==> src/core/sld_pkg.sv <==
// Purpose: shared constants and types of the synthesizer power-down and lock-detect control
// Assumes: phase error arrives as an unsigned count of 1 ns steps per comparison cycle
// Notes: register offsets are byte addresses on a 32-bit classic Wishbone slave
package sld_pkg;
  ////////////////////////////////////////////////////////////////////////////////
  // phase error and lock windows
  localparam int ERR_W = 8;
  localparam int PHASE_LSB_NS = 1;
  localparam int EPS_MAIN_NS = 10;
  localparam int EPS_AUX_NS = 15;
  localparam int DLT_MAIN_NS = 20;
  localparam int DLT_AUX_NS = 30;
  localparam logic [ERR_W-1:0] WIN_LOCK_MAIN = ERR_W'(EPS_MAIN_NS / PHASE_LSB_NS);
  localparam logic [ERR_W-1:0] WIN_LOCK_AUX = ERR_W'(EPS_AUX_NS / PHASE_LSB_NS);
  localparam logic [ERR_W-1:0] WIN_LOSS_MAIN = ERR_W'(DLT_MAIN_NS / PHASE_LSB_NS);
  localparam logic [ERR_W-1:0] WIN_LOSS_AUX = ERR_W'(DLT_AUX_NS / PHASE_LSB_NS);
  localparam logic [2:0] LD_CONSEC = 3'h5;
  localparam logic [1:0] QRATE_LAST = 2'h3;
  ////////////////////////////////////////////////////////////////////////////////
  // test pin views and slip reduction factors
  localparam logic [3:0] TSEL_LOW = 4'h0;
  localparam logic [3:0] TSEL_MAIN = 4'h1;
  localparam logic [3:0] TSEL_AUX = 4'h2;
  localparam logic [3:0] TSEL_BOTH = 4'h3;
  localparam logic [1:0] SLIP_HALF = 2'h0;
  localparam logic [1:0] SLIP_QUARTER = 2'h1;
  localparam logic [1:0] SLIP_SIXTEENTH = 2'h2;
  localparam logic [3:0] SKIP_HALF = 4'h1;
  localparam logic [3:0] SKIP_QUARTER = 4'h3;
  localparam logic [3:0] SKIP_SIXTEENTH = 4'hf;
  ////////////////////////////////////////////////////////////////////////////////
  // register map
  localparam int ADR_W = 8;
  localparam logic [ADR_W-1:0] OFS_CTRL = 8'h00;
  localparam logic [ADR_W-1:0] OFS_DIV = 8'h04;
  localparam logic [ADR_W-1:0] OFS_TMO = 8'h08;
  localparam logic [ADR_W-1:0] OFS_STAT = 8'h0c;
  localparam logic [15:0] DIV_RST = 16'h0000;
  localparam logic [15:0] TMO_RST = 16'h0040;
  ////////////////////////////////////////////////////////////////////////////////
  // synchroniser lanes
  localparam int SYN_CE = 0;
  localparam int SYN_MTICK = 1;
  localparam int SYN_ATICK = 2;
  localparam int SYN_N = 3;
  ////////////////////////////////////////////////////////////////////////////////
  // types
  typedef struct packed {
    logic wide_en;
    logic slip_en;
    logic [1:0] slip_sel;
    logic [3:0] test_pin_select_field;
    logic lock_detect_quarter_rate;
    logic auto_powerup_on_divider_write;
    logic aux_loop_powerdown_bit;
    logic main_loop_powerdown_bit;
  } sld_ctrl_t;
  localparam sld_ctrl_t CTRL_RST = 12'h000;
  typedef struct packed {
    logic wide_engaged;
    logic slip_engaged;
    logic aux_powered;
    logic main_powered;
    logic aux_locked;
    logic main_locked;
  } sld_stat_t;
  typedef struct packed {
    logic cyc;
    logic stb;
    logic we;
    logic [3:0] sel;
    logic [ADR_W-1:0] adr;
    logic [31:0] dat;
  } sld_wb_req_t;
  typedef struct packed {
    logic ack;
    logic [31:0] dat;
  } sld_wb_rsp_t;
  typedef enum logic [1:0] {ACQ_IDLE, ACQ_SLIP, ACQ_WIDE} sld_acq_t;
endpackage : sld_pkg

==> src/core/sld_lock_det.sv <==
// Purpose: digital lock detector of one loop, narrow window to lock, wide window to lose it
// Assumes: tick is a one-cycle pulse per (possibly divided) comparison cycle, err valid with it
// Notes: clr empties the detector at once
`timescale 1ns/1ns
module sld_lock_det
  import sld_pkg::*;
(
  // clock and reset
  input wire logic clk_sys,
  input wire logic rst,
  // comparison input
  input wire logic clr,
  input wire logic tick,
  input wire logic [sld_pkg::ERR_W-1:0] err,
  input wire logic [sld_pkg::ERR_W-1:0] win_lock,
  input wire logic [sld_pkg::ERR_W-1:0] win_loss,
  // result
  output logic locked
);
  logic [2:0] cnt_reg;
  logic [2:0] cnt_next;
  logic lock_reg;
  logic lock_next;

  ////////////////////////////////////////////////////////////////////////////////
  always_comb
  begin
    cnt_next = cnt_reg;
    lock_next = lock_reg;
    if (clr)
    begin
      cnt_next = 3'h0;
      lock_next = 1'b0;
    end
    else if (tick && !lock_reg)
    begin
      if (err < win_lock)
      begin
        if (cnt_reg == LD_CONSEC - 3'h1)
        begin
          lock_next = 1'b1;
          cnt_next = 3'h0;
        end
        else
        begin
          cnt_next = cnt_reg + 3'h1;
        end
      end
      else
      begin
        cnt_next = 3'h0;
      end
    end
    else if (tick && (err > win_loss))
    begin
      lock_next = 1'b0;
    end
  end

  always_ff @(posedge clk_sys)
  begin
    if (rst)
    begin
      cnt_reg <= 3'h0;
      lock_reg <= 1'b0;
    end
    else
    begin
      cnt_reg <= cnt_next;
      lock_reg <= lock_next;
    end
  end

  assign locked = lock_reg;
endmodule : sld_lock_det

==> src/core/sld_top.sv <==
// Purpose: power-down arbitration, lock detect, slip reduction and wide-bandwidth acquisition
// Assumes: comparison tick pins are slow pulses held several clk_sys cycles, error words stable
// Notes: power state outputs follow the chip enable pin combinationally
//
// Summary of operation
// - chip enable low powers everything down asynchronously
// - enable high, bits clear: fully powered
// - power-down bit drops only its loop
// - auto power-up on divider write overrides main
// - lock after five cycles inside narrow window
// - locked: unlock only beyond wide window, on divider write or with loop off
// - test pin low while shown loop off
// - quarter-rate setting divides detector rate by four
// - combined view low if either unlocked
// - slip factors one half, quarter, sixteenth
// - slip lowers comparison rate, then reverts
// - wide bandwidth: fast current, parallel resistor
// - divider write engages aids, timeout counter releases them
// - divider write reinitialises detector and aid counters
`timescale 1ns/1ns
module sld_top
  import sld_pkg::*;
(
  // clock and reset
  input wire logic clk_sys,
  input wire logic rst,
  // register bus
  input wire sld_pkg::sld_wb_req_t wb_req,
  output sld_pkg::sld_wb_rsp_t wb_rsp,
  // pins from the analog side
  input wire logic ce_pin,
  input wire logic main_cmp_tick_pin,
  input wire logic aux_cmp_tick_pin,
  input wire logic [sld_pkg::ERR_W-1:0] main_err_pin,
  input wire logic [sld_pkg::ERR_W-1:0] aux_err_pin,
  // power and loop controls
  output logic main_powered_out,
  output logic aux_powered_out,
  output logic main_pd_gate_out,
  output logic cp_fast_out,
  output logic loop_res_en_out,
  output logic test_lock_pin
);
  import sld_pkg::*;

  ////////////////////////////////////////////////////////////////////////////////
  // pin synchronisers
  logic [SYN_N-1:0] syn_in;
  logic [SYN_N-1:0] s1_reg;
  logic [SYN_N-1:0] s2_reg;
  logic [SYN_N-1:0] s3_reg;
  logic [SYN_N-1:0] filt_reg;
  logic [SYN_N-1:0] filt_next;
  logic [SYN_N-1:0] prev_reg;

  assign syn_in = {aux_cmp_tick_pin, main_cmp_tick_pin, ce_pin};

  genvar gi;
  generate
    for (gi = 0; gi < SYN_N; gi++)
    begin : g_sync
      always_comb
      begin
        filt_next[gi] = (s2_reg[gi] == s3_reg[gi]) ? s2_reg[gi] : filt_reg[gi];
      end
      always_ff @(posedge clk_sys)
      begin
        if (rst)
        begin
          s1_reg[gi] <= 1'b0;
          s2_reg[gi] <= 1'b0;
          s3_reg[gi] <= 1'b0;
          filt_reg[gi] <= 1'b0;
          prev_reg[gi] <= 1'b0;
        end
        else
        begin
          s1_reg[gi] <= syn_in[gi];
          s2_reg[gi] <= s1_reg[gi];
          s3_reg[gi] <= s2_reg[gi];
          filt_reg[gi] <= filt_next[gi];
          prev_reg[gi] <= filt_reg[gi];
        end
      end
    end
  endgenerate

  logic ce_f;
  logic [1:0] tick_rise;
  assign ce_f = filt_reg[SYN_CE];
  assign tick_rise[0] = filt_reg[SYN_MTICK] & ~prev_reg[SYN_MTICK];
  assign tick_rise[1] = filt_reg[SYN_ATICK] & ~prev_reg[SYN_ATICK];

  ////////////////////////////////////////////////////////////////////////////////
  // wishbone slave and registers
  sld_ctrl_t ctrl_reg;
  sld_ctrl_t ctrl_next;
  logic [15:0] div_reg;
  logic [15:0] div_next;
  logic [15:0] tmo_reg;
  logic [15:0] tmo_next;
  logic ack_reg;
  logic ack_next;
  logic [31:0] rdat_reg;
  logic [31:0] rdat_next;
  logic div_wr_reg;
  logic div_wr_next;
  logic autopu_reg;
  logic autopu_next;
  sld_stat_t stat;
  logic [1:0] locked;
  sld_acq_t acq_reg;

  function automatic logic [31:0] sld_merge(input logic [31:0] old_v,
                                            input logic [31:0] new_v,
                                            input logic [3:0] sel);
    logic [31:0] res;
    res = old_v;
    for (int b = 0; b < 4; b++)
    begin
      if (sel[b])
      begin
        res[b*8 +: 8] = new_v[b*8 +: 8];
      end
    end
    return res;
  endfunction : sld_merge

  logic bus_req;
  logic bus_wr;
  assign bus_req = wb_req.cyc & wb_req.stb & ~ack_reg;
  // writes commit on the edge that sees ack high
  assign bus_wr = wb_req.cyc & wb_req.stb & wb_req.we & ack_reg;

  logic [31:0] ctrl_mrg;
  logic [31:0] div_mrg;
  logic [31:0] tmo_mrg;
  assign ctrl_mrg = sld_merge({20'h00000, ctrl_reg}, wb_req.dat, wb_req.sel);
  assign div_mrg = sld_merge({16'h0000, div_reg}, wb_req.dat, wb_req.sel);
  assign tmo_mrg = sld_merge({16'h0000, tmo_reg}, wb_req.dat, wb_req.sel);

  always_comb
  begin
    ctrl_next = ctrl_reg;
    div_next = div_reg;
    tmo_next = tmo_reg;
    ack_next = bus_req;
    rdat_next = 32'h0000_0000;
    div_wr_next = 1'b0;
    autopu_next = autopu_reg;
    if (bus_req || bus_wr)
    begin
      unique case (wb_req.adr)
        OFS_CTRL:
        begin
          rdat_next = {20'h00000, ctrl_reg};
          if (bus_wr)
          begin
            ctrl_next = sld_ctrl_t'(ctrl_mrg[11:0]);
          end
        end
        OFS_DIV:
        begin
          rdat_next = {16'h0000, div_reg};
          if (bus_wr)
          begin
            div_next = div_mrg[15:0];
            div_wr_next = 1'b1;
          end
        end
        OFS_TMO:
        begin
          rdat_next = {16'h0000, tmo_reg};
          if (bus_wr)
          begin
            tmo_next = tmo_mrg[15:0];
          end
        end
        OFS_STAT:
        begin
          rdat_next = {26'h0, stat};
        end
        default:
        begin
          rdat_next = 32'h0000_0000;
        end
      endcase
    end
    // override latch: set on divider write, dropped by enable low or re-asserted power-down
    if (!ce_f)
    begin
      autopu_next = 1'b0;
    end
    else if (bus_wr && wb_req.adr == OFS_DIV && ctrl_reg.auto_powerup_on_divider_write)
    begin
      autopu_next = 1'b1;
    end
    else if (bus_wr && wb_req.adr == OFS_CTRL && ctrl_next.main_loop_powerdown_bit
             && !ctrl_reg.main_loop_powerdown_bit)
    begin
      autopu_next = 1'b0;
    end
  end

  always_ff @(posedge clk_sys)
  begin
    if (rst)
    begin
      ctrl_reg <= CTRL_RST;
      div_reg <= DIV_RST;
      tmo_reg <= TMO_RST;
      ack_reg <= 1'b0;
      rdat_reg <= 32'h0000_0000;
      div_wr_reg <= 1'b0;
      autopu_reg <= 1'b0;
    end
    else
    begin
      ctrl_reg <= ctrl_next;
      div_reg <= div_next;
      tmo_reg <= tmo_next;
      ack_reg <= ack_next;
      rdat_reg <= rdat_next;
      div_wr_reg <= div_wr_next;
      autopu_reg <= autopu_next;
    end
  end

  assign wb_rsp.ack = ack_reg;
  assign wb_rsp.dat = rdat_reg;

  ////////////////////////////////////////////////////////////////////////////////
  // power arbitration
  logic main_on;
  logic aux_on;
  // raw pin keeps power-down asynchronous
  assign main_powered_out = ce_pin & (~ctrl_reg.main_loop_powerdown_bit | autopu_reg);
  assign aux_powered_out = ce_pin & ~ctrl_reg.aux_loop_powerdown_bit;
  assign main_on = ce_f & (~ctrl_reg.main_loop_powerdown_bit | autopu_reg);
  assign aux_on = ce_f & ~ctrl_reg.aux_loop_powerdown_bit;

  ////////////////////////////////////////////////////////////////////////////////
  // lock detectors with optional quarter rate
  logic [1:0] qcnt_reg [2];
  logic [1:0] qcnt_next [2];
  logic [1:0] ld_tick;
  logic [1:0] loop_on;
  logic [ERR_W-1:0] ld_err [2];
  logic [ERR_W-1:0] ld_win_lock [2];
  logic [ERR_W-1:0] ld_win_loss [2];
  logic tpin_reg;
  logic tpin_next;

  assign loop_on = {aux_on, main_on};
  assign ld_err[0] = main_err_pin;
  assign ld_err[1] = aux_err_pin;
  assign ld_win_lock[0] = WIN_LOCK_MAIN;
  assign ld_win_lock[1] = WIN_LOCK_AUX;
  assign ld_win_loss[0] = WIN_LOSS_MAIN;
  assign ld_win_loss[1] = WIN_LOSS_AUX;

  generate
    for (gi = 0; gi < 2; gi++)
    begin : g_ld
      assign ld_tick[gi] = tick_rise[gi] & (~ctrl_reg.lock_detect_quarter_rate
                                            | qcnt_reg[gi] == QRATE_LAST);
      always_comb
      begin
        qcnt_next[gi] = qcnt_reg[gi];
        if (div_wr_reg || !ctrl_reg.lock_detect_quarter_rate)
        begin
          qcnt_next[gi] = 2'h0;
        end
        else if (tick_rise[gi])
        begin
          qcnt_next[gi] = qcnt_reg[gi] + 2'h1;
        end
      end
      always_ff @(posedge clk_sys)
      begin
        if (rst)
        begin
          qcnt_reg[gi] <= 2'h0;
        end
        else
        begin
          qcnt_reg[gi] <= qcnt_next[gi];
        end
      end
      sld_lock_det sld_lock_det_inst (
        .clk_sys(clk_sys),
        .rst(rst),
        .clr(div_wr_reg | ~loop_on[gi]),
        .tick(ld_tick[gi]),
        .err(ld_err[gi]),
        .win_lock(ld_win_lock[gi]),
        .win_loss(ld_win_loss[gi]),
        .locked(locked[gi])
      );
    end
  endgenerate

  // test pin view, gated low at once by power-down of the shown loop
  logic tpin_gate;
  always_comb
  begin
    tpin_next = 1'b0;
    tpin_gate = 1'b1;
    unique case (ctrl_reg.test_pin_select_field)
      TSEL_MAIN:
      begin
        tpin_next = locked[0];
        tpin_gate = main_powered_out;
      end
      TSEL_AUX:
      begin
        tpin_next = locked[1];
        tpin_gate = aux_powered_out;
      end
      TSEL_BOTH:
      begin
        tpin_next = locked[0] & locked[1];
        tpin_gate = main_powered_out & aux_powered_out;
      end
      default:
      begin
        tpin_next = 1'b0;
      end
    endcase
  end

  always_ff @(posedge clk_sys)
  begin
    if (rst)
    begin
      tpin_reg <= 1'b0;
    end
    else
    begin
      tpin_reg <= tpin_next;
    end
  end

  assign test_lock_pin = tpin_reg & tpin_gate;

  ////////////////////////////////////////////////////////////////////////////////
  // acquisition aids and timeout
  sld_acq_t acq_next;
  logic [15:0] tmo_cnt_reg;
  logic [15:0] tmo_cnt_next;
  logic [3:0] skip_reg;
  logic [3:0] skip_next;
  logic [3:0] skip_max;
  logic gate_reg;
  logic gate_next;
  logic slip_ok;

  always_comb
  begin
    slip_ok = 1'b1;
    unique case (ctrl_reg.slip_sel)
      SLIP_HALF: skip_max = SKIP_HALF;
      SLIP_QUARTER: skip_max = SKIP_QUARTER;
      SLIP_SIXTEENTH: skip_max = SKIP_SIXTEENTH;
      default:
      begin
        skip_max = SKIP_HALF;
        slip_ok = 1'b0;
      end
    endcase
  end

  always_comb
  begin
    acq_next = acq_reg;
    tmo_cnt_next = tmo_cnt_reg;
    skip_next = skip_reg;
    gate_next = tick_rise[0] & main_on & (acq_reg != ACQ_SLIP || skip_reg == 4'h0);
    if (!main_on)
    begin
      acq_next = ACQ_IDLE;
    end
    else if (div_wr_reg)
    begin
      tmo_cnt_next = 16'h0000;
      skip_next = 4'h0;
      if (ctrl_reg.slip_en && slip_ok)
      begin
        acq_next = ACQ_SLIP;
      end
      else if (ctrl_reg.wide_en)
      begin
        acq_next = ACQ_WIDE;
      end
      else
      begin
        acq_next = ACQ_IDLE;
      end
    end
    else if (acq_reg != ACQ_IDLE && tick_rise[0])
    begin
      skip_next = (skip_reg == skip_max) ? 4'h0 : skip_reg + 4'h1;
      tmo_cnt_next = tmo_cnt_reg + 16'h0001;
      if (tmo_cnt_reg >= tmo_reg)
      begin
        acq_next = ACQ_IDLE;
      end
    end
  end

  always_ff @(posedge clk_sys)
  begin
    if (rst)
    begin
      acq_reg <= ACQ_IDLE;
      tmo_cnt_reg <= 16'h0000;
      skip_reg <= 4'h0;
      gate_reg <= 1'b0;
    end
    else
    begin
      acq_reg <= acq_next;
      tmo_cnt_reg <= tmo_cnt_next;
      skip_reg <= skip_next;
      gate_reg <= gate_next;
    end
  end

  assign main_pd_gate_out = gate_reg;
  assign cp_fast_out = acq_reg != ACQ_IDLE;
  assign loop_res_en_out = acq_reg == ACQ_WIDE;
  assign stat = '{wide_engaged: acq_reg == ACQ_WIDE, slip_engaged: acq_reg == ACQ_SLIP,
                  aux_powered: aux_powered_out, main_powered: main_powered_out,
                  aux_locked: locked[1], main_locked: locked[0]};
endmodule : sld_top

==> config.mk <==
export PLATFORM = sky130hd
export DESIGN_NAME = sld_top
export DESIGN_NICKNAME = d
export VERILOG_FILES = /design/src/core/sld_pkg.sv /design/src/core/sld_lock_det.sv /design/src/core/sld_top.sv
export SDC_FILE = /design/constraint.sdc
export NUM_CORES = 1
export LEC_CHECK = 0
export BUFFER_PORTS_ARGS = -buffer_cell sky130_fd_sc_hd__buf_2
export CAP_MARGIN = 20
export CORE_MARGIN = 2
export CORE_UTILIZATION = 50
export CTS_BUF_LIST = sky130_fd_sc_hd__clkbuf_8
export DETAILED_ROUTE_END_ITERATION = 8
export PLACE_DENSITY = 0.71
export SYNTH_ARGS = -nofsm -noshare
export SYNTH_HDL_FRONTEND = slang
export SYNTH_SLANG_ARGS = --single-unit
export TNS_END_PERCENT = 5
==> constraint.sdc <==
create_clock -name clk_sys -period 2.1 [get_ports clk_sys]
set_clock_uncertainty 0.1 [all_clocks]
set_input_delay 0.315 -clock clk_sys [delete_from_list [all_inputs] [get_ports clk_sys]]
set_output_delay 0.315 -clock clk_sys [all_outputs]
set_load 0.01 [all_outputs]
==> impl_metrics.py, run 1 <==
metrics = {
    "run_status": {
        "outcome": "completed",
    },
    "global_route": {
        "grt_pass1_wl_microns": 20300,
        "grt_usage_pct": 22.4,
        "grt_remaining_overflow": 0,
        "antenna_found_initial": 0,
        "grt_max_degree": 26,
        "grt_pass1_vias": 4354,
    },
    "worst_setup_path": {
        "critPathSlowestCell": "dfxtp_1",
        "crit_buf_inv": 2,
        "r2r_slack_ps": 160,
        "crit_path_start_kind": "register",
        "slowest_delay_ps": 320,
        "cp_max_fo": 3,
        "path_cells": "nand2b_4 > buf_4 > nand2_1 > a21oi_1 > o31a_1 > buf_2",
        "required_ps": 1680,
        "worstSetupPathType": "reg2out",
        "crit_path_end_kind": "output pin",
        "crit_family": "compound AO/OA/AOI/OAI gates",
        "reg2regPathDepth": 7,
        "cp.arrival_ps": 1610,
        "reg2reg_to": "acq_reg[0]",
        "reg2reg_from": "tmo_reg[13]",
    },
    "die": {
        "start_util_pct": 51.7,
        "rows": 37,
        "core-area_sq_mm": 0.0104,
        "io_pins": 107,
        "die_width_microns": 108,
        "dieArea_sq_mm": 0.0116,
        "die_h_microns": 108,
    },
    "synth": {
        "synth.distinct_cells": 54,
        "ys_ff_latch": 113,
        "syn-instance-count": 582,
        "ys_seq_area_share_pct": 42.0,
        "synth_edf_count": 0,
        "synth_warnings": 0,
        "synth_flop_cell": "dfxtp_1",
        "syn_area_sq_mm": 0.00539,
        "async_flop_share_pct": 0,
        "syn_area_per_cell_sq_um": 9.26,
    },
    "clock_network": {
        "clockRootBuffer": "clkbuf_8",
        "htree_num_levels": 4,
        "cts.sinks": 113,
        "postCtsSetupBuffers": 0,
        "cts_tree": "yes",
        "cts_buffers": 17,
        "clock_latency_ps": 420,
        "clockBufferDepth": 2,
        "clkTransAtPathRegs_ps": 70,
    },
    "route": {
        "drtIter0Drc": 173,
        "drcViolationCount": 0,
        "ant_nets": 0,
        "drt_wl_total_microns": 12200,
        "routedWlPerCell_microns": 14.8,
        "via_count": 4347,
        "drtPass1Iterations": 4,
        "viasPerCell": 5.28,
    },
    "pwr": {
        "p_total_mw": 4.51,
        "p_leak_nw": 2.56,
        "powerDensity_mw_per_mm2": 706,
        "peakVddDrop_v": 0.000347,
    },
    "hold_path": {
        "min_path_type": "in2reg",
        "holdPathEnd": "div_reg[15]",
        "hold_depth": 3,
        "min-delay-start": "wb_req[15]",
    },
    "flow_run": {
        "drv_cap": 0,
    },
    "sta": {
        "max-slew-margin-rel_pct": 63.7,
        "fin_crit_sh_pct": 96.6,
        "setup_viol": 0,
        "max_freq_ghz": 0.493,
        "rsz0062_at_grt": "no",
        "drv_slew": 0,
        "fin_crit_ps": 2030,
        "tns_ps": 0,
        "finalHoldViolations": 0,
        "fin_ws_ps": 70.8,
        "tightest_slew_ps": 545,
    },
    "final_layout": {
        "area_growth_pct": 18.6,
        "final_nets": 769,
        "num_antenna_cells": 0,
        "final_cell_mix": "112 x dfxtp_1, 93 x nor2_1, 72 x buf_2",
        "layout_commonest_cell": "dfxtp_1",
        "fillers": 904,
        "drive_above_1_share_pct": 21.7,
    },
    "place": {
        "dp_hpwl_microns": 8970,
        "pre_cts_ws_ps": 151,
        "port_buffers": 72,
        "place_congestion": 0.801,
    },
}
## worst max-delay path by stage
stage / startpoint / endpoint / slack [ps] / depth (start not counted)
floorplan: tmo_cnt_reg[0] / acq_reg[0] / 380 / 7
global placement: tmo_reg[0] / acq_reg[0] / 160 / 6
detailed placement: tmo_reg[13] / acq_reg[0] / 150 / 7
CTS: ctrl_reg[0] / test_lock_pin / 30 / 6
global route: autopu_reg / test_lock_pin / 10 / 6
finish: autopu_reg / test_lock_pin / 70 / 6
## logic make-up after synthesis
logic type,count (synthesis),synth area share [%]
AOI/OAI and AO/OA,66,7.76
adders and majority gates,27,6.27
other,1,0.0696
muxes,61,12.7
xor gates and xnor gates,18,2.93
DFF,113,42.0
and+or+nand+nor,230,22.4
buffers and inverters,66,5.92
## where the power goes
group          total [mW]  leakage [nW]  internal, mW  switching, mW
clock                2.15         0.221          1.24          0.915
combinational       0.197          1.42        0.0784          0.119
sequential           2.16         0.912          2.15        0.00817
total                4.51          2.56          3.47           1.04
## cell type report
cell class                 instances  area [sq um]  share of cell area, %
sequential                       113          2260                   35.4
multi-input combinational        418          2880                   45.1
timing repair buffer              93           536                   8.38
inverter                          31           116                   1.82
clock inverter                    13           161                   2.52
tap                              136           170                   2.66
clock buffer                      19           262                   4.09
## stage by stage
stage / hold slack, ps / instances / cell area, sq um / utilization, %
floorplan: 314 / 597 / 5450 / -
global placement: 319 / 789 / 5930 / 57.0
detailed placement: 331 / 789 / 5930 / 57.0
CTS: 23.9 / 823 / 6380 / 61.3
global route: 31.5 / 823 / 6390 / 61.4
finish: 40.0 / 823 / 6390 / 61.4
## worst reg2reg max path, delay by kind of cell (launching register included)
kind,cells,cell delay (ps)
buffers and inverters,1,60
AOI/OAI and AO/OA,2,410
adders and majority gates,1,310
DFF,1,360
and+or+nand+nor,3,580
## synth_stat cells, types with 2 or more instances
library cell  instances  area share (%)
nor4_4                3             1.2
mux4_2                6             2.5
nand4_1               4            0.46
ha_1                 27             6.3
a21oi_1              24             2.2
mux2i_1              55              10
nand2b_1              7            0.81
o211a_1               2            0.37
inv_1                31             2.2
xnor2_1              15             2.4
nor3_1                8            0.74
nor3_4                4             1.2
and4_1                3            0.49
dfxtp_1             113              42
nand2_1              39             2.7
nor2b_1              25             2.9
buf_2                 3            0.28
a22o_1                2            0.33
nand3b_1              3            0.42
o21ai_0              14             1.3
or2_2                 2            0.23
a211oi_1              3            0.42
nand3_1              14             1.3
or3_1                 6            0.70
xor2_1                3            0.49
nand4b_1              2            0.33
and3_1                2            0.23
clkbuf_1             14            0.98
nor2_1               93             6.5
a22oi_1               4            0.56
buf_4                18             2.5
nor3b_1               2            0.28
a31o_2                2            0.33
a31oi_1               4            0.46
nor4_1                6            0.70
## timing repair
action                     CTS  global route
setup endpoints to repair    1             3
gates cloned                 0             0
gates resized for setup      1             2
hold buffers                 2             0
hold endpoints to repair     2             0
pin swaps                    0             0
## per-layer routing
layer  up-vias  share of wire [%]  track usage (%)
li1       2149                  -                -
met1      2060                 45             27.7
met2       121                 48             38.4
met3        17                5.2             5.08
met4         0                1.4             7.69
met5         -                  0                0
No activity file was read; power rests on OpenSTA's default activity.
==> run 2, diff against run 1 <==
- SETUP_SLACK_MARGIN: unset -> 0.15
==> run 2 against run 1 <==
  * Global-route usage up 0.15 points
  * Worst setup slack better by 100 ps
  * Core utilization up 0.72 points
  * Total power about the same
  * First-iteration DRC count down 21%
  * Largest cell class unchanged
  * Die area unchanged
  * Non-clock buffer count up 3
  * Cell area up 1.2%
  * Count of clock-buffer cells in the layout unchanged
  * Final cell count up 0.36%
  * Hold slack worse by 2.0 ps
  * Sequential cell count unchanged
==> impl_metrics.py, run 2 (same netlist as run 1, synthesis figures left out) <==
metrics = {
    "pwr": {
        "p_comb_share_pct": 4.5,
        "clkPwrFrac_pct": 47.7,
        "powerDensity_mw_per_mm2": 698,
        "power_switching_share_pct": 23.1,
        "switchingPower_mw": 1.04,
        "p_leak_nw": 2.58,
        "p_int_mw": 3.47,
        "p_total_mw": 4.52,
        "p_seq_share_pct": 47.9,
        "peakVddDrop_v": 0.000350,
    },
    "global_route": {
        "grt_remaining_overflow": 0,
        "grt_pass1_wl_microns": 20400,
        "grt.busiest_layer": "met2",
        "grt_max_degree": 26,
        "antenna_found_initial": 0,
        "use_met3_pct": 5.08,
        "gr-usage-met1_pct": 27.9,
        "grt_usage_pct": 22.6,
        "grtUsageMet2_pct": 38.9,
        "grt_pass1_vias": 4380,
    },
    "place": {
        "pre_cts_ws_ps": 151,
        "dp.cells": 789,
        "port_buffers": 72,
        "dp_hpwl_microns": 8970,
        "place_area_sq_mm": 0.00593,
        "place_congestion": 0.801,
    },
    "hold_path": {
        "min_path_type": "in2reg",
        "min-delay-start": "wb_req[15]",
    },
    "sta": {
        "tns_ps": 0,
        "fin_ws_ps": 174,
        "tightest_slew_ps": 555,
        "drv_slew": 0,
        "max_freq_ghz": 0.519,
        "finalHoldViolations": 0,
        "max-slew-margin-rel_pct": 63.0,
        "rsz0062_at_grt": "yes",
        "setup_viol": 0,
        "whs_ps": 38.0,
        "fin_crit_ps": 1930,
        "fin_crit_sh_pct": 91.7,
    },
    "die": {
        "dieArea_sq_mm": 0.0116,
        "start_util_pct": 51.7,
        "die_width_microns": 108,
        "core-area_sq_mm": 0.0104,
        "die_h_microns": 108,
        "io_pins": 107,
        "rows": 37,
    },
    "worst_setup_path": {
        "required_ps": 1680,
        "crit_path_end_kind": "output pin",
        "crit_family": "flip-flops",
        "critPathSlowestCell": "dfxtp_2",
        "slowest_delay_ps": 330,
        "cp_max_fo": 2,
        "crit_path_start_kind": "register",
        "worstSetupPathType": "reg2out",
        "cp.arrival_ps": 1510,
        "reg2reg_from": "tmo_reg[0]",
        "worstSetupStartpoint": "autopu_reg",
        "path_cells": "nand2b_4 > buf_6 > nand2_4 > a21oi_2 > o31a_1 > buf_2",
        "crit_buf_inv": 2,
    },
    "clock_network": {
        "clock_latency_ps": 420,
        "cts_tree": "yes",
        "clockRootBuffer": "clkbuf_8",
        "cts.sinks": 113,
        "clkTransAtPathRegs_ps": 80,
        "cts_buffers": 17,
        "htree_num_levels": 4,
        "clockBufferDepth": 2,
    },
    "route": {
        "ant_nets": 0,
        "drt_wl_total_microns": 12300,
        "drtPass1Iterations": 4,
        "via_count": 4386,
        "viasPerCell": 5.31,
        "drcViolationCount": 0,
        "routedWlPerCell_microns": 14.9,
        "drtIter0Drc": 136,
    },
    "final_layout": {
        "fin_util_pct": 62.1,
        "final_cell_mix": "108 x dfxtp_1, 93 x nor2_1, 72 x buf_2",
        "num_antenna_cells": 0,
        "area_growth_pct": 20.0,
        "layout_commonest_cell": "dfxtp_1",
        "post-route-cell-area_sq_mm": 0.00647,
        "drive_above_1_share_pct": 23.8,
        "stdcell_count": 826,
        "final_nets": 772,
    },
    "flow_run": {
        "drv_cap": 0,
    },
    "run_status": {
        "outcome": "completed",
    },
}
-- run 2: changes by cell type in the layout (fill, tap and decap cells not counted), sizes merged --
cell | before | now
buf | 91 | 94
-- run 2: routing by layer --
layer | vias to the layer above | part of all wire [%]
li1 | 2156 | -
met1 | 2092 | 45
met2 | 124 | 49
met3 | 14 | 4.8
met4 | 0 | 1.1
met5 | - | 0
-- run 2: timing repair --
item                                    CTS  global route
pin swaps                                 2             5
resized for setup                         7            11
hold buffers                              2             0
endpoints found under the setup margin    2             8
hold endpoints to repair                  2             0
buffers inserted                          3             0
-- run 2: power groups by stage --
| stage | Clock, mW | Combinational (mW) | Sequential (mW) |
|---|---|---|---|
| after global routing | 2.30 | 0.222 | 2.16 |
| after detailed placement | 0 | 0.193 | 2.21 |
| after floorplan | 0 | 0.123 | 2.21 |
| final | 2.15 | 0.201 | 2.16 |
| after CTS | 2.19 | 0.200 | 2.16 |
| after global placement | 0 | 0.187 | 2.21 |
-- run 2: final cells by class --
type	count	area, sq um
sequential	113	2270
multi-input combinational	418	2930
inverter	31	116
timing repair buffer	96	562
tap	136	170
fill	887	3950
clock buffer	19	262
clock inverter	13	161
-- run 2: worst reg2reg max path, delay by kind of cell, from the launching register on --
| family | cells | cell delay [ps] |
|---|---|---|
| DFF | 1 | 400 |
| adders and majority gates | 1 | 250 |
| and+or+nand+nor | 2 | 310 |
| AOI/OAI and AO/OA | 3 | 750 |
-- run 2: path summary, 6_finish.rpt --
| path | cells after the start | slack, ps | endpoint |
|---|---|---|---|
| max | 6 | 170 | test_lock_pin |
| min reg2reg | 1 | 350 | s2_reg[0] |
| max reg2reg | 6 | 220 | acq_reg[0] |
| min | 3 | 40 | div_reg[15] |
==> run 3, diff against run 2 <==
==> constraint.sdc (replaced) <==
create_clock -name clk_sys -period 2.31 [get_ports clk_sys]
set_clock_uncertainty 0.1 [all_clocks]
set_input_delay 0.3465 -clock clk_sys [delete_from_list [all_inputs] [get_ports clk_sys]]
set_output_delay 0.3465 -clock clk_sys [all_outputs]
set_load 0.05 [all_outputs]
==> run 3 against run 2 <==
  * Die area is the same
  * Critical path depth shrank 1
  * Via count shrank 1.6%
  * Global-route usage shrank 1.5 points
  * Final cell count shrank 0.85%
  * Count of clock-buffer cells in the layout grew 1
  * Hold slack lost 8.6 ps
  * Worst setup slack gained 54 ps
  * First-iteration DRC count grew 79%
  * Total power shrank 10%
  * Routed wire length shrank 5.0%
  * Critical path type unchanged
==> impl_metrics.py, run 3 (same netlist as run 1, synthesis figures left out) <==
metrics = {
    "worst_setup_path": {
        "required_ps": 1860,
        "crit_path_end_kind": "output pin",
        "cp.arrival_ps": 1640,
        "r2r_slack_ps": 300,
        "crit_path_start_kind": "register",
        "cp_max_fo": 4,
        "crit_buf_inv": 1,
        "path_cells": "nand2b_2 > nand2_1 > a21oi_1 > o31a_1 > clkbuf_4",
        "slowest_delay_ps": 310,
        "crit_family": "simple AND/OR/NAND/NOR gates",
        "worstSetupPathType": "reg2out",
        "critPathSlowestCell": "dfxtp_1",
    },
    "die": {
        "die_width_microns": 108,
        "rows": 37,
        "io_pins": 107,
        "die_h_microns": 108,
        "core-area_sq_mm": 0.0104,
        "dieArea_sq_mm": 0.0116,
        "start_util_pct": 51.7,
    },
    "place": {
        "place_congestion": 0.813,
        "port_buffers": 72,
        "dp_hpwl_microns": 8780,
    },
    "pwr": {
        "p_total_mw": 4.06,
        "p_comb_share_pct": 5.6,
        "peakVddDrop_v": 0.000387,
        "powerDensity_mw_per_mm2": 642,
        "clkPwrFrac_pct": 46.0,
        "p_seq_share_pct": 48.4,
        "switchingPower_mw": 0.985,
        "power_switching_share_pct": 24.3,
        "p_leak_nw": 2.51,
        "p_int_mw": 3.07,
    },
    "global_route": {
        "antenna_found_initial": 0,
        "grt_max_degree": 20,
        "grt_remaining_overflow": 0,
        "grt_pass1_vias": 4140,
        "grt_pass1_wl_microns": 19300,
        "grt_usage_pct": 21.1,
    },
    "route": {
        "via_count": 4315,
        "ant_nets": 0,
        "viasPerCell": 5.27,
        "drcViolationCount": 0,
        "drtPass1Iterations": 5,
        "drtIter0Drc": 244,
        "drt_wl_total_microns": 11700,
        "routedWlPerCell_microns": 14.3,
    },
    "sta": {
        "fin_crit_ps": 2080,
        "fin_crit_sh_pct": 90.1,
        "rsz0062_at_grt": "yes",
        "tns_ps": 0,
        "drv_slew": 0,
        "max-slew-margin-rel_pct": 63.6,
        "max_freq_ghz": 0.480,
        "finalHoldViolations": 0,
        "tightest_slew_ps": 547,
        "setup_viol": 0,
    },
    "clock_network": {
        "cts_tree": "yes",
        "cts_buffers": 17,
        "clockRootBuffer": "clkbuf_8",
        "htree_num_levels": 4,
        "clkTransAtPathRegs_ps": 80,
        "clock_latency_ps": 420,
        "cts.sinks": 113,
        "postCtsSetupBuffers": 0,
        "clockBufferDepth": 2,
    },
    "flow_run": {
        "drv_cap": 0,
    },
    "hold_path": {
        "min_path_type": "in2reg",
    },
    "final_layout": {
        "seq_area_sq_mm": 0.00226,
        "final_nets": 765,
        "layout_commonest_cell": "dfxtp_1",
        "final_cell_mix": "113 x dfxtp_1, 93 x nor2_1, 71 x buf_2",
        "area_growth_pct": 17.3,
        "fillers": 875,
        "fin_util_pct": 60.7,
        "multi_input_area_sq_mm": 0.00288,
        "num_antenna_cells": 0,
        "drive_above_1_share_pct": 21.5,
    },
    "run_status": {
        "outcome": "completed",
    },
}
-- run 3: changes by cell type in the layout (fill, tap and decap cells not counted), sizes merged --
cell / previous run / this run
buf: 94 / 88
clkinvlp: 0 / 3
clkbuf: 19 / 21
clkinv: 8 / 6
dlygate4sd3: 2 / 0
bufinv: 3 / 2
inv: 33 / 32
-- run 3: power groups by stage --
stage	registers, mW	logic, mW	clock network (mW)
after floorplan	2.01	0.166	0
after global placement	2.01	0.224	0
after detailed placement	2.01	0.227	0
after CTS	1.97	0.228	1.90
after global routing	1.97	0.245	1.99
final	1.97	0.227	1.87
-- run 3: path summary, 6_finish.rpt --
check | startpoint | endpoint | cells after the start
worst max-delay path | autopu_reg | test_lock_pin | 5
worst min-delay path | main_cmp_tick_pin | s1_reg[1] | 2
worst max register to register | tmo_cnt_reg[0] | acq_reg[0] | 7
worst min register to register | s1_reg[2] | s2_reg[2] | 1
-- run 3: layout make-up --
cell class                      count  share of cell area (%)
Timing Repair Buffer               89                    7.76
Tap cell                          136                    2.69
Clock inverter                     12                    2.10
Multi-Input combinational cell    418                    45.5
Sequential cell                   113                    35.8
Clock buffer                       20                    4.35
Inverter                           31                    1.84
-- run 3: repair_timing --
| item | in CTS | in global routing |
|---|---|---|
| gates resized for setup | 1 | 1 |
| pin swaps | 0 | 0 |
| endpoints found under the setup margin | 1 | 2 |
| hold buffers | 0 | 0 |
| cloned | 0 | 0 |
-- run 3: per-layer routing --
layer / part of all wire [%] / GRT usage, % / routed length, microns
met5: 0 / 0 / 0
met4: 0.71 / 5.68 / 83
met3: 5.1 / 5.15 / 590
met2: 47 / 34.8 / 5520
met1: 47 / 27.6 / 5490
-- run 3: worst register-to-register path, cell delays in order (launching register included) --
cell and delay (ps):
dfxtp_1 400, inv_1 60, ha_1 260, nand2b_1 130
a2111oi_0 460, nand4b_1 170, o2111a_1 230, a22o_1 150
-- run 3: through the flow --
step	cells	hold WS (ps)	instance area, sq um	setup WS, ps
finish	819	29.4	6320	228
global route	819	29.3	6320	145
floorplan	597	314	5450	360
CTS	819	8.14	6320	214
detailed placement	787	330	5910	281
global placement	787	321	5910	303
